==> config.mk <==
export PLATFORM = sky130hd
export DESIGN_NAME = srof_regs
export DESIGN_NICKNAME = d
export VERILOG_FILES = /design/src/hw/srof_pkg.sv /design/src/hw/srof_regs.sv
export SDC_FILE = /design/constraint.sdc
export NUM_CORES = 1
export LEC_CHECK = 0
export ABC_AREA = 1
export BUFFER_PORTS_ARGS = -buffer_cell sky130_fd_sc_hd__buf_2
export CORE_MARGIN = 2
export CORE_UTILIZATION = 55
export DETAILED_ROUTE_END_ITERATION = 7
export PLACE_DENSITY = 0.75
export REMOVE_ABC_BUFFERS = 1
export SLEW_MARGIN = 25
export SYNTH_ARGS = -nofsm -noshare
export SYNTH_HDL_FRONTEND = slang
export SYNTH_SLANG_ARGS = --single-unit
==> constraint.sdc <==
create_clock -name sys_clk_i -period 4.5 [get_ports sys_clk_i]
set_input_delay 1.35 -clock sys_clk_i [delete_from_list [all_inputs] [get_ports sys_clk_i]]
set_output_delay 1.35 -clock sys_clk_i [all_outputs]
set_load 0.01 [all_outputs]
==> src/hw/srof_pkg.sv <==
// Constants for the synthesizer ratio, output gate and frequency trim bank.
// Assumes a byte-wide register port with 7-bit addresses, one clock domain.
//
// Operation
// - Fraction register: denominator in bits 15:0, numerator in bits 31:16.
// - Synth frequency equals base rate times multiplier times 16 times num/den.
// - Gate bit 0 enables synth 0, bit 1 synth 1; resets 0x03.
// - Trim is 32-bit two's complement, step two to minus 32 of nominal.
// - One trim value steers the centre frequency of every synthesizer.
// - Output frequency is initial frequency times one plus trim over 2^32.
// - Trim resets to 0x046AAAAB, correcting 24.576 MHz nominal to 25 MHz.
package srof_pkg;

    // ==========================================================
    // Register offsets
    localparam logic [6:0] SROF_FRACTION_OFS = 7'h5C;
    localparam logic [6:0] SROF_GATE_OFS = 7'h71;
    localparam logic [6:0] SROF_TRIM_OFS = 7'h73;

    // ==========================================================
    // Field positions
    localparam int SROF_DEN_LSB = 0;
    localparam int SROF_NUM_LSB = 16;
    localparam int SROF_FIELD_W = 16;
    localparam int SROF_GATE_W = 2;
    localparam int SROF_GATE_SYN0 = 0;
    localparam int SROF_GATE_SYN1 = 1;

    // ==========================================================
    // Reset values
    localparam logic [31:0] SROF_FRACTION_RST = 32'h0001_0001;
    localparam logic [7:0] SROF_GATE_RST = 8'h03;
    localparam logic [31:0] SROF_TRIM_RST = 32'h046A_AAAB;

    // Fixed frequency scale of the synthesizer word
    localparam int SROF_FREQ_SCALE = 16;

    // Byte lane of a 4-byte register; lane 3 is the MSB at the base address
    function automatic logic [1:0] srof_lane(input logic [6:0] addr,
                                             input logic [6:0] base);
        logic [6:0] diff;
        diff = addr - base;
        srof_lane = 2'd3 - diff[1:0];
    endfunction

    function automatic logic srof_hit(input logic [6:0] addr,
                                      input logic [6:0] base);
        srof_hit = (addr >= base) && (addr <= base + 7'd3);
    endfunction

endpackage

==> src/hw/srof_regs.sv <==
// Synthesizer ratio, output gate and global frequency trim registers.
// Assumes the serial port engine on sys_clk_i presents decoded byte
// accesses: one-cycle write and read strobes with a 7-bit address.
`timescale 1ns/1ps

module srof_regs
    import srof_pkg::*;
(
    input wire logic sys_clk_i,
    input wire logic resetn_i,
    input wire logic [6:0] reg_addr_i,
    input wire logic [7:0] reg_wdata_i,
    input wire logic reg_wr_i,
    input wire logic reg_rd_i,
    output logic [7:0] reg_rdata_o,
    output logic reg_rvalid_o,
    output logic [15:0] pll1_fec_numerator_o,
    output logic [15:0] pll1_fec_denominator_o,
    output logic pll0_out_en_o,
    output logic pll1_out_en_o,
    output logic [31:0] global_frequency_trim_o
);

    // ==========================================================
    // Decode
    logic wr_frac;
    logic wr_trim;
    logic wr_gate;
    logic [1:0] frac_lane;
    logic [1:0] trim_lane;

    assign wr_frac = reg_wr_i && srof_hit(reg_addr_i, SROF_FRACTION_OFS);
    assign wr_trim = reg_wr_i && srof_hit(reg_addr_i, SROF_TRIM_OFS);
    assign wr_gate = reg_wr_i && (reg_addr_i == SROF_GATE_OFS);
    assign frac_lane = srof_lane(reg_addr_i, SROF_FRACTION_OFS);
    assign trim_lane = srof_lane(reg_addr_i, SROF_TRIM_OFS);

    // ==========================================================
    // Staged bytes of the multi-byte registers
    // Partial writes must never reach the synthesizer: a half-updated
    // ratio or trim would make a frequency jump to an unintended value.
    logic [31:0] frac_stage_r;
    logic [31:0] trim_stage_r;
    logic [3:0] frac_seen_r;
    logic [3:0] trim_seen_r;
    logic [3:0] frac_seen_nxt;
    logic [3:0] trim_seen_nxt;

    always_comb begin
        frac_seen_nxt = frac_seen_r;
        trim_seen_nxt = trim_seen_r;
        if (wr_frac) begin
            frac_seen_nxt[frac_lane] = 1'b1;
        end
        if (wr_trim) begin
            trim_seen_nxt[trim_lane] = 1'b1;
        end
    end

    always_ff @(posedge sys_clk_i) begin
        if (!resetn_i) begin
            frac_stage_r <= SROF_FRACTION_RST;
            trim_stage_r <= SROF_TRIM_RST;
        end else begin
            if (wr_frac) begin
                frac_stage_r[8*frac_lane +: 8] <= reg_wdata_i;
            end
            if (wr_trim) begin
                trim_stage_r[8*trim_lane +: 8] <= reg_wdata_i;
            end
        end
    end

    always_ff @(posedge sys_clk_i) begin
        if (!resetn_i) begin
            frac_seen_r <= 4'h0;
            trim_seen_r <= 4'h0;
        end else begin
            frac_seen_r <= (&frac_seen_nxt) ? 4'h0 : frac_seen_nxt;
            trim_seen_r <= (&trim_seen_nxt) ? 4'h0 : trim_seen_nxt;
        end
    end

    // ==========================================================
    // Live registers
    logic [31:0] fraction_r;
    logic [31:0] trim_r;
    logic [SROF_GATE_W-1:0] gate_r;
    logic [31:0] frac_merge;
    logic [31:0] trim_merge;

    always_comb begin
        frac_merge = frac_stage_r;
        trim_merge = trim_stage_r;
        if (wr_frac) begin
            frac_merge[8*frac_lane +: 8] = reg_wdata_i;
        end
        if (wr_trim) begin
            trim_merge[8*trim_lane +: 8] = reg_wdata_i;
        end
    end

    always_ff @(posedge sys_clk_i) begin
        if (!resetn_i) begin
            fraction_r <= SROF_FRACTION_RST;
        end else if (wr_frac && (&frac_seen_nxt)) begin
            fraction_r <= frac_merge;
        end
    end

    // trim commit, two's complement kept verbatim
    always_ff @(posedge sys_clk_i) begin
        if (!resetn_i) begin
            trim_r <= SROF_TRIM_RST;
        end else if (wr_trim && (&trim_seen_nxt)) begin
            trim_r <= trim_merge;
        end
    end

    always_ff @(posedge sys_clk_i) begin
        if (!resetn_i) begin
            gate_r <= SROF_GATE_RST[SROF_GATE_W-1:0];
        end else if (wr_gate) begin
            gate_r <= reg_wdata_i[SROF_GATE_W-1:0];
        end
    end

    // ==========================================================
    // Control words to the synthesizers
    // Ratio fields are passed unaltered; the datapath forms
    // base_rate * base_multiplier * SROF_FREQ_SCALE * num / den.
    always_ff @(posedge sys_clk_i) begin
        if (!resetn_i) begin
            pll1_fec_numerator_o <= SROF_FRACTION_RST[SROF_NUM_LSB +: 16];
            pll1_fec_denominator_o <= SROF_FRACTION_RST[SROF_DEN_LSB +: 16];
        end else begin
            pll1_fec_numerator_o <= fraction_r[SROF_NUM_LSB +: SROF_FIELD_W];
            pll1_fec_denominator_o <= fraction_r[SROF_DEN_LSB +: SROF_FIELD_W];
        end
    end

    always_ff @(posedge sys_clk_i) begin
        if (!resetn_i) begin
            pll0_out_en_o <= SROF_GATE_RST[SROF_GATE_SYN0];
            pll1_out_en_o <= SROF_GATE_RST[SROF_GATE_SYN1];
        end else begin
            pll0_out_en_o <= gate_r[SROF_GATE_SYN0];
            pll1_out_en_o <= gate_r[SROF_GATE_SYN1];
        end
    end

    // One broadcast word; every synthesizer scales by 1 + trim / 2^32.
    always_ff @(posedge sys_clk_i) begin
        if (!resetn_i) begin
            global_frequency_trim_o <= SROF_TRIM_RST;
        end else begin
            global_frequency_trim_o <= trim_r;
        end
    end

    // ==========================================================
    // Read-back of live values; unmapped addresses read zero
    logic [7:0] rd_byte;

    always_comb begin
        rd_byte = 8'h00;
        if (srof_hit(reg_addr_i, SROF_FRACTION_OFS)) begin
            rd_byte = fraction_r[8*frac_lane +: 8];
        end else if (srof_hit(reg_addr_i, SROF_TRIM_OFS)) begin
            rd_byte = trim_r[8*trim_lane +: 8];
        end else if (reg_addr_i == SROF_GATE_OFS) begin
            rd_byte = {6'h00, gate_r};
        end
    end

    always_ff @(posedge sys_clk_i) begin
        if (!resetn_i) begin
            reg_rdata_o <= 8'h00;
            reg_rvalid_o <= 1'b0;
        end else begin
            reg_rvalid_o <= reg_rd_i;
            if (reg_rd_i) begin
                reg_rdata_o <= rd_byte;
            end
        end
    end

endmodule

After elaboration in Yosys (flattened, before gate mapping)
Index checks and enable logic that the tools add are counted.

Flip-flop bits (word level): 213. Bits in latches: 0. RAM bits: 0. Memory bits (read-only): 0. Input port bits: 19. Output and inout port bits: 75. Memories kept: 0.

$add $sub $neg: 6. Multipliers: 0. Divide/modulo/power cells: 0. Order comparisons: 8. Eq/ne operators: 1. Shift-type cells: 6. Multiplexer cells: 13. Bitwise logic cells: 3. Reduce and logical (&&, ||, !) cells: 13.

Operators with widths (count): 5-bit negation with 34-bit output (2); 8-bit by 34-bit variable shift with 32-bit output, first input constant (2); 8-bit by 34-bit variable part select with 32-bit output (2); 32-bit bitwise mux (2); 32-bit 2-to-1 mux (2); 32-bit by 6-bit variable part select with 8-bit output (2); 8-bit 2-to-1 mux (2); 7-bit >= comparator, second input constant (2); 7-bit less-or-equal comparator, second input constant (2); 1-bit logical AND (9); 4-bit 2-to-1 mux (2); 4-bit OR (2); 4-bit AND reduction (2); 7-bit == test, second input constant (1); 2-bit by 3-bit less-than comparator with 1-bit output, second input constant (2); 1-bit demux with 2-bit select (2); 2-bit by 1-bit >= comparator with 1-bit output, second input constant (2); 2-bit OR reduction (2); 2-bit subtractor, first input constant (2); 1-bit 2-to-1 mux (2); 2-bit 2-to-1 mux (1); 2-bit by 1-bit subtractor with 2-bit output, second input constant (1); 2-bit subtractor, second input constant (1); 1-bit NOT (1).

Logic depth before layout (Yosys ltp)
Gate-level depths: netlist (run 1).

Depth after elaboration: 10. Depth in mapped cells: 18.

Worst setup path before layout (run 1)
No wires, ideal clock.

Kind: input to register. From: input reg_addr_i[0]. To: register trim_r[1]. Setup time: 134 ps. Data arrival time: 3207 ps. Required time: 4366 ps. Setup slack: 1159 ps. Stages: 16. Buffers on the path: 3. Cells stage by stage: inv_1 clkbuf_1 ha_1 buf_6 inv_4 nand2_1 nor2_1 nor2_4 nand4_4 nand2_1 nand2_2 nor2_8 nand2_2 buf_6 nand2_1 nand3_1.

Cells in the longest elaborated chain, start to end: 10.

RTL lines: start, declared (line srof_regs.sv:11) `input wire logic [6:0] reg_addr_i,`; parallel branches: the longest is 10 deep, another holds 5-bit negation with 34-bit output; end signal, assigned (line srof_regs.sv:116) `trim_r <= trim_merge;`; end, declared (line srof_regs.sv:87) `logic [31:0] trim_r;`.

Several ways; the timed one is not identified. A chain may end at the register's enable or synchronous reset.

Worst setup path after layout (run 1)
From: input reg_addr_i[0]. To: register fraction_r[14].

Cells in the longest elaborated chain, start to end: 10.

RTL lines: parallel branches: the longest is 10 deep, another holds 5-bit negation with 34-bit output; end signal, assigned (line srof_regs.sv:107) `fraction_r <= frac_merge;`; end, declared (line srof_regs.sv:86) `logic [31:0] fraction_r;`.

Several ways; the timed one is not identified.

==> impl_results.md, run 1 <==
* Run status: completed
* CP Buf/Inv Count at 3
* Final setup skew at between 10 and 15 ps
* DRT iter0 DRCs at about 880
* Number of diodes at 0
* Startpoint Class: input pin
* Post-CTS Hold Buffers at 0
* Routed WL at 22900 um
* DR vias/cell at 5.24
* FF+latch count, synth at about 210
* Antenna violations before repair at 0
* IO buf count at between 90 and 100
* Critical Path Fanout Max at 24
* Worst EP arrival at around 4000 ps
* Area delta synth->final at 15.5%
* Initial core utilization at 56.4%
* Placement Rows at 46
* Largest net degree at the start of global routing at 71
* Worst-path clk slew at roughly 60 ps
* Maximum VDD drop at around 0.28 mV
* Resize count post-CTS at 0
* Slew HR at approximately 51%
* Fin. Hold Viols at 0
* Final core occ at 65.2%
* Share of layout cells above drive strength 1 at 14.9%
* RSZ-0062 raised after global routing: no
* CP delay by family, top: simple AND/OR/NAND/NOR gates
* Worst Max-Slew Pin Slew at 729 ps
* Die area at between 15000 and 20000 um^2
* CP max stage delay at approximately 490 ps
* Synthesis Warnings at 0
* Setup Buffers After CTS at 0
* Critical path startpoint: reg_addr_i[0]
* Die Height at roughly 130 um
* Fin crit period at 3600 ps
* Final net count at between 1000 and 1500
* Synth Area per Inst at a little over 7 um^2
* ANT nets after route at 0
* CTS tree: yes
* First-pass GRT wire length at between 30000 and 40000 um
* Final HPWL DP at approximately 15000 um
* CTS max path bufs at 3
* Hold/Removal Path Class: reg -> reg
* H-tree depth at 1
* Leakage at ~5 nW
* Mapped Area at ~9000 um^2
* Pins Over Slew Limit at 0
* Slowest CP cell: nor2_4
* Synth unique cells at 36
* Pre-antenna DRT Iters at 6
* Max_cap viols at 0
* GRT overflow at 0
* Power per cell area at a little under 400 nW/um^2
* Hold wc startpoint: fraction_r[11]$_SDFFE_PN0P_
* CP required at ~4900 ps
* Cell repeated most along the worst path: nand2_1
* # clock sinks at about 210
* Total negative setup slack at 0 ps
* Fillcell total at roughly 1400
* Total track usage at around a quarter
* CP cell instances: buf_2 -> buf_4 -> ha_1 -> inv_2 -> nand2_1 -> nand4_4 -> nand2_1 -> nand2_1 -> nor2_4 -> nand2_2 -> nand2_1 -> nand2_1 -> nor2_1
* Clock latency on the worst-skew pair at about 500 ps
* Wirelength per Cell at about 15 um
* Die Wd at 132 um
* GP Congestion at 0.902
* Final Cycle Share at between 80 and 90%
* Vias in the first global route at roughly 7200
* Peak Freq at about 0.28 GHz
* IO Count at 94
* Number of buffers created by CTS at 22
* Setup Viol. Count Final at 0
* Worst r2r src: frac_seen_r[0]$_SDFF_PP0_
* Number of remaining DRC errors at 0
* Register area share after synthesis at between 40% and 50%
* Synth Instances at approximately 1200
* CTS Root Cell: clkbuf_16
* WS Path Type: in -> reg
* Vias after detailed routing at approximately 8100
* Crit path capture type: flip-flop
* Core area at around 16000 um^2
## worst min-delay path, stage by stage (launching register included)
cell and delay, ps:
dfxtp_1 310, nand2_1 50, inv_1 30
## flip-flops by register name, summed over array words and instances, names as in the netlist, 8 cells and up
name                     flops
trim_r                      32
pll1_fec_numerator_o        16
fraction_r                  32
trim_stage_r                32
frac_stage_r                32
global_frequency_trim_o     32
pll1_fec_denominator_o      16
reg_rdata_o                  8
## final cells by class
cell class,count,area [um^2],area share (%)
clock inverters,8,144,1.38
repair buffers,117,698,6.72
flip-flops and latches,213,4260,41.0
multi-input cells,804,3790,36.5
well taps,216,270,2.60
inverters,151,569,5.48
clock buffers,32,649,6.25
## metal layers
metal  global-route usage [%]  vias up  share of wire (%)
met3                     4.61       42                8.1
met4                     7.13        0                2.0
li1                         -     4050                  -
met5                        0        -                  0
met2                     40.8      302                 46
met1                     36.3     3684                 44
## synth_stat cells
cell	count	share of area (%)
nand2_1	296	12
dfxtp_1	213	47
inv_1	147	6.1
nor2_1	128	5.3
nand3_1	108	6.0
o21ai_0	87	4.8
a21oi_1	66	3.7
clkbuf_1	39	1.6
or2_2	26	1.8
buf_2	23	1.3
nand4_1	15	1.0
buf_4	10	0.83
and2_1	8	0.56
ha_1	7	0.97
o31ai_1	7	0.58
a31oi_1	6	0.42
nand2_2	6	0.42
nor3_1	6	0.33
o21a_1	6	0.50
o21ai_1	6	0.33
a21boi_0	5	0.42
nor2_4	4	0.50
o22ai_1	4	0.28
buf_6	3	0.38
inv_2	2	0.083
nand4_4	2	0.47
nor2_8	2	0.44
nor4_1	2	0.14
o211ai_1	2	0.17
a221oi_1	1	0.097
clkinv_1	1	0.042
inv_4	1	0.070
nand2_4	1	0.13
nand3_2	1	0.11
nor3_4	1	0.18
or2_1	1	0.070
## path summary, 6_finish.rpt
kind,endpoint,slack [ps],cells after the start
hold reg to reg,pll1_fec_denominator_o[11]$_SDFF_PN0_,430,2
hold / removal,pll1_fec_denominator_o[11]$_SDFF_PN0_,430,2
setup / recovery,fraction_r[14]$_SDFFE_PN0P_,900,13
setup reg to reg,fraction_r[14]$_SDFFE_PN0P_,2770,8
## stage by stage
stage	setup slack, ps	instance area, um^2	total power [mW]	hold WS [ps]	std cells
floorplan	387	8630	2.04	400	1168
global placement	547	9600	2.15	419	1501
detailed placement	477	9600	2.15	420	1501
CTS	944	10400	4.10	432	1541
global route	673	10400	4.21	443	1541
finish	898	10400	4.09	428	1541
## placed cells by master (no fill, tap or decap), types with 7 or more instances in the layout
master       n
nor2_1     128
and2_1       8
buf_4       21
inv_1      147
o21ai_0     87
or2_2       26
dfxtp_1    213
nand4_1     15
nand2_1    296
a21oi_1     66
buf_2       92
nand3_1    108
o31ai_1      7
ha_1         7
clkbuf_16   23
## report_power, final
group	leakage [nW]	internal [mW]	switching (mW)
Sequential	1.72	1.89	0.00263
Clock	0.390	1.23	0.740
Combinational	2.89	0.0561	0.164
Total	5.00	3.18	0.907
## cells by family (layout without fill, tap and decap cells)
family                   Yosys count  count (layout)  share of synthesized area (%)
AO/OA/AOI/OAI                    190             190                           11.3
adder cells (fa/ha/maj)            7               7                          0.973
buffers and inverters            226             308                           10.4
flip-flops                       213             213                           47.4
AND/OR/NAND/NOR                  607             607                           29.9
No activity file was read; power rests on OpenSTA's default activity.
==> run 2: changes to the inputs <==
==> constraint.sdc (replaced) <==
create_clock -name sys_clk_i -period 3.75 [get_ports sys_clk_i]
set_input_delay 1.125 -clock sys_clk_i [delete_from_list [all_inputs] [get_ports sys_clk_i]]
set_output_delay 1.125 -clock sys_clk_i [all_outputs]
set_load 0.01 [all_outputs]
==> impl_results.md, run 2 (same netlist as run 1, synthesis figures left out) <==
* Antenna violations before repair at 0
* Fin crit period at between 2000 and 3000 ps
* Setup Viol. Count Final at 0
* R2R Setup Slk at approximately 2300 ps
* Grt peak-use layer: met2
* Worst Max-Slew Pin Slew at around 620 ps
* Run status: completed
* Hold depth at 2
* Post-CTS Hold Buffers at 0
* Fillcell total at around 1400
* IO Count at 94
* Met1 GRT Util at 37.0%
* GP Congestion at ~0.95
* Commonest cells after routing, fill and taps aside: nand2_1 (296), dfxtp_1 (213), inv_1 (147)
* Reg2reg end: fraction_r[15]$_SDFFE_PN0P_
* CTS Root Cell: clkbuf_16
* Hold/Removal Path Class: reg -> reg
* Die area at roughly 17000 um^2
* Slew HR at slightly below 60%
* Total track usage at roughly a quarter
* DR vias/cell at about 5.3
* CP required at 4190 ps
* First-pass GRT wire length at between 30000 and 40000 um
* Vias in the first global route at around 7600
* Power per cell area at 456 nW/um^2
* FF-to-FF path depth at 8
* Worst-path clk slew at 70 ps
* # clock sinks at 213
* Design area at around 10000 um^2
* RSZ-0062 raised after global routing: no
* Placement Rows at 46
* Clock latency on the worst-skew pair at 510 ps
* M3 GR Usage at between 3 and 4%
* Fin. Hold Viols at 0
* Final Cycle Share at between 70 and 80%
* Maximum VDD drop at approximately 0.27 mV
* H-tree depth at 1
* Max_cap viols at 0
* Die Height at about 130 um
* Final HPWL DP at roughly 16000 um
* Leakage at 5.01 nW
* CTS tree: yes
* Met2 GRT Util at a little over two fifths
* Wirelength per Cell at 15.0 um
* ANT nets after route at 0
* Total power at 4.74 mW
* Final net count at 1341
* Pre-antenna DRT Iters at 5
* Largest net degree at the start of global routing at 82
* Area delta synth->final at 15.5%
* CTS max path bufs at 3
* Sequential cell area at 4260 um^2
* Final setup skew at 11.3 ps
* Hold endpoint: pll1_fec_denominator_o[11]$_SDFF_PN0_
* Number of buffers created by CTS at 22
* GRT overflow at 0
* Peak Freq at approximately 0.35 GHz
* Initial core utilization at about 56%
* Placed inst area at slightly below 10000 um^2
* Critical Path Fanout Max at 23
* Die Wd at ~130 um
* WS Path Type: in -> reg
* Resize count post-CTS at 0
* Fin cells at between 1500 and 2000
* Crit path capture type: flip-flop
* Multi-input gate area at ~3800 um^2
* Final core occ at approximately two thirds
* Hold wc startpoint: fraction_r[11]$_SDFFE_PN0P_
* Startpoint Class: input pin
* Number of remaining DRC errors at 0
* Worst r2r src: frac_seen_r[2]$_SDFF_PP0_
* Number of diodes at 0
* Final hold slack at ~430 ps
* Vias after detailed routing at slightly above 8000
* Share of layout cells above drive strength 1 at between 15 and 20%
* Commonest non-fill, non-tap cell in the layout: nand2_1
* Placed Cells at 1507
* IO buf count at 93
* Pins Over Slew Limit at 0
* Routed WL at around 23000 um
* Setup Buffers After CTS at 0
* DRT iter0 DRCs at a little over 700
* Worst EP arrival at approximately 3300 ps
* Core area at 15900 um^2
## run 2: cell count changes in the layout (fill, tap and decap cells not counted)
cell	previous run	this run
buf_4	21	26
clkinv_4	1	0
clkbuf_8	4	7
bufinv_16	4	1
buf_12	4	5
clkinv_2	3	2
clkinvlp_4	0	1
## run 2: worst max path at each step
stage | startpoint | to | slack (ps) | depth (start not counted)
after floorplan | reg_addr_i[0] | trim_stage_r[17]$_SDFF_PN1_ | -140 | 12
after global placement | reg_addr_i[0] | trim_r[26]$_SDFFE_PN1P_ | 530 | 14
after detailed placement | reg_addr_i[0] | trim_r[15]$_SDFFE_PN1P_ | 450 | 14
after CTS | reg_addr_i[0] | trim_r[15]$_SDFFE_PN1P_ | 970 | 14
after global routing | reg_addr_i[0] | trim_r[31]$_SDFFE_PN0P_ | 700 | 13
final | reg_addr_i[0] | trim_r[24]$_SDFFE_PN0P_ | 900 | 13
## run 2: metal layers
metal	part of all wire, %	wire (um)
met2	45	10400
met1	44	10200
met4	2.8	658
met5	0	0
met3	8.0	1850
## run 2: power by group
| group | switching, mW | internal, mW |
|---|---|---|
| combinational | 0.200 | 0.0709 |
| sequential | 0.00346 | 2.27 |
| clock | 0.872 | 1.33 |
| total | 1.08 | 3.67 |
## run 2: per-stage QoR
step           setup WS [ps]  TNS (ps)
2_1_floorplan           -138     -1810
3_3_place_gp             526         0
3_5_place_dp             448         0
4_1_cts                  966         0
5_1_grt                  699         0
6_report                 903         0
## run 2: worst max-delay path, cell delays in order
cell and delay [ps]:
buf_2 260, inv_1 160, buf_12 190, ha_1 250, inv_1 60, nand2_1 100, nor2_1 500, nand2_1 110
o21ai_0 210, inv_1 80, nand3_1 90, nand2_1 50, nor2_1 100
## run 2: area by class of cell
cell class / instances / share of cell area, %
timing repair buffer: 123 / 7.27
sequential: 213 / 41.0
clock buffer: 35 / 6.65
multi-input combinational: 804 / 36.5
clock inverter: 4 / 0.457
tap: 216 / 2.60
inverter: 151 / 5.48
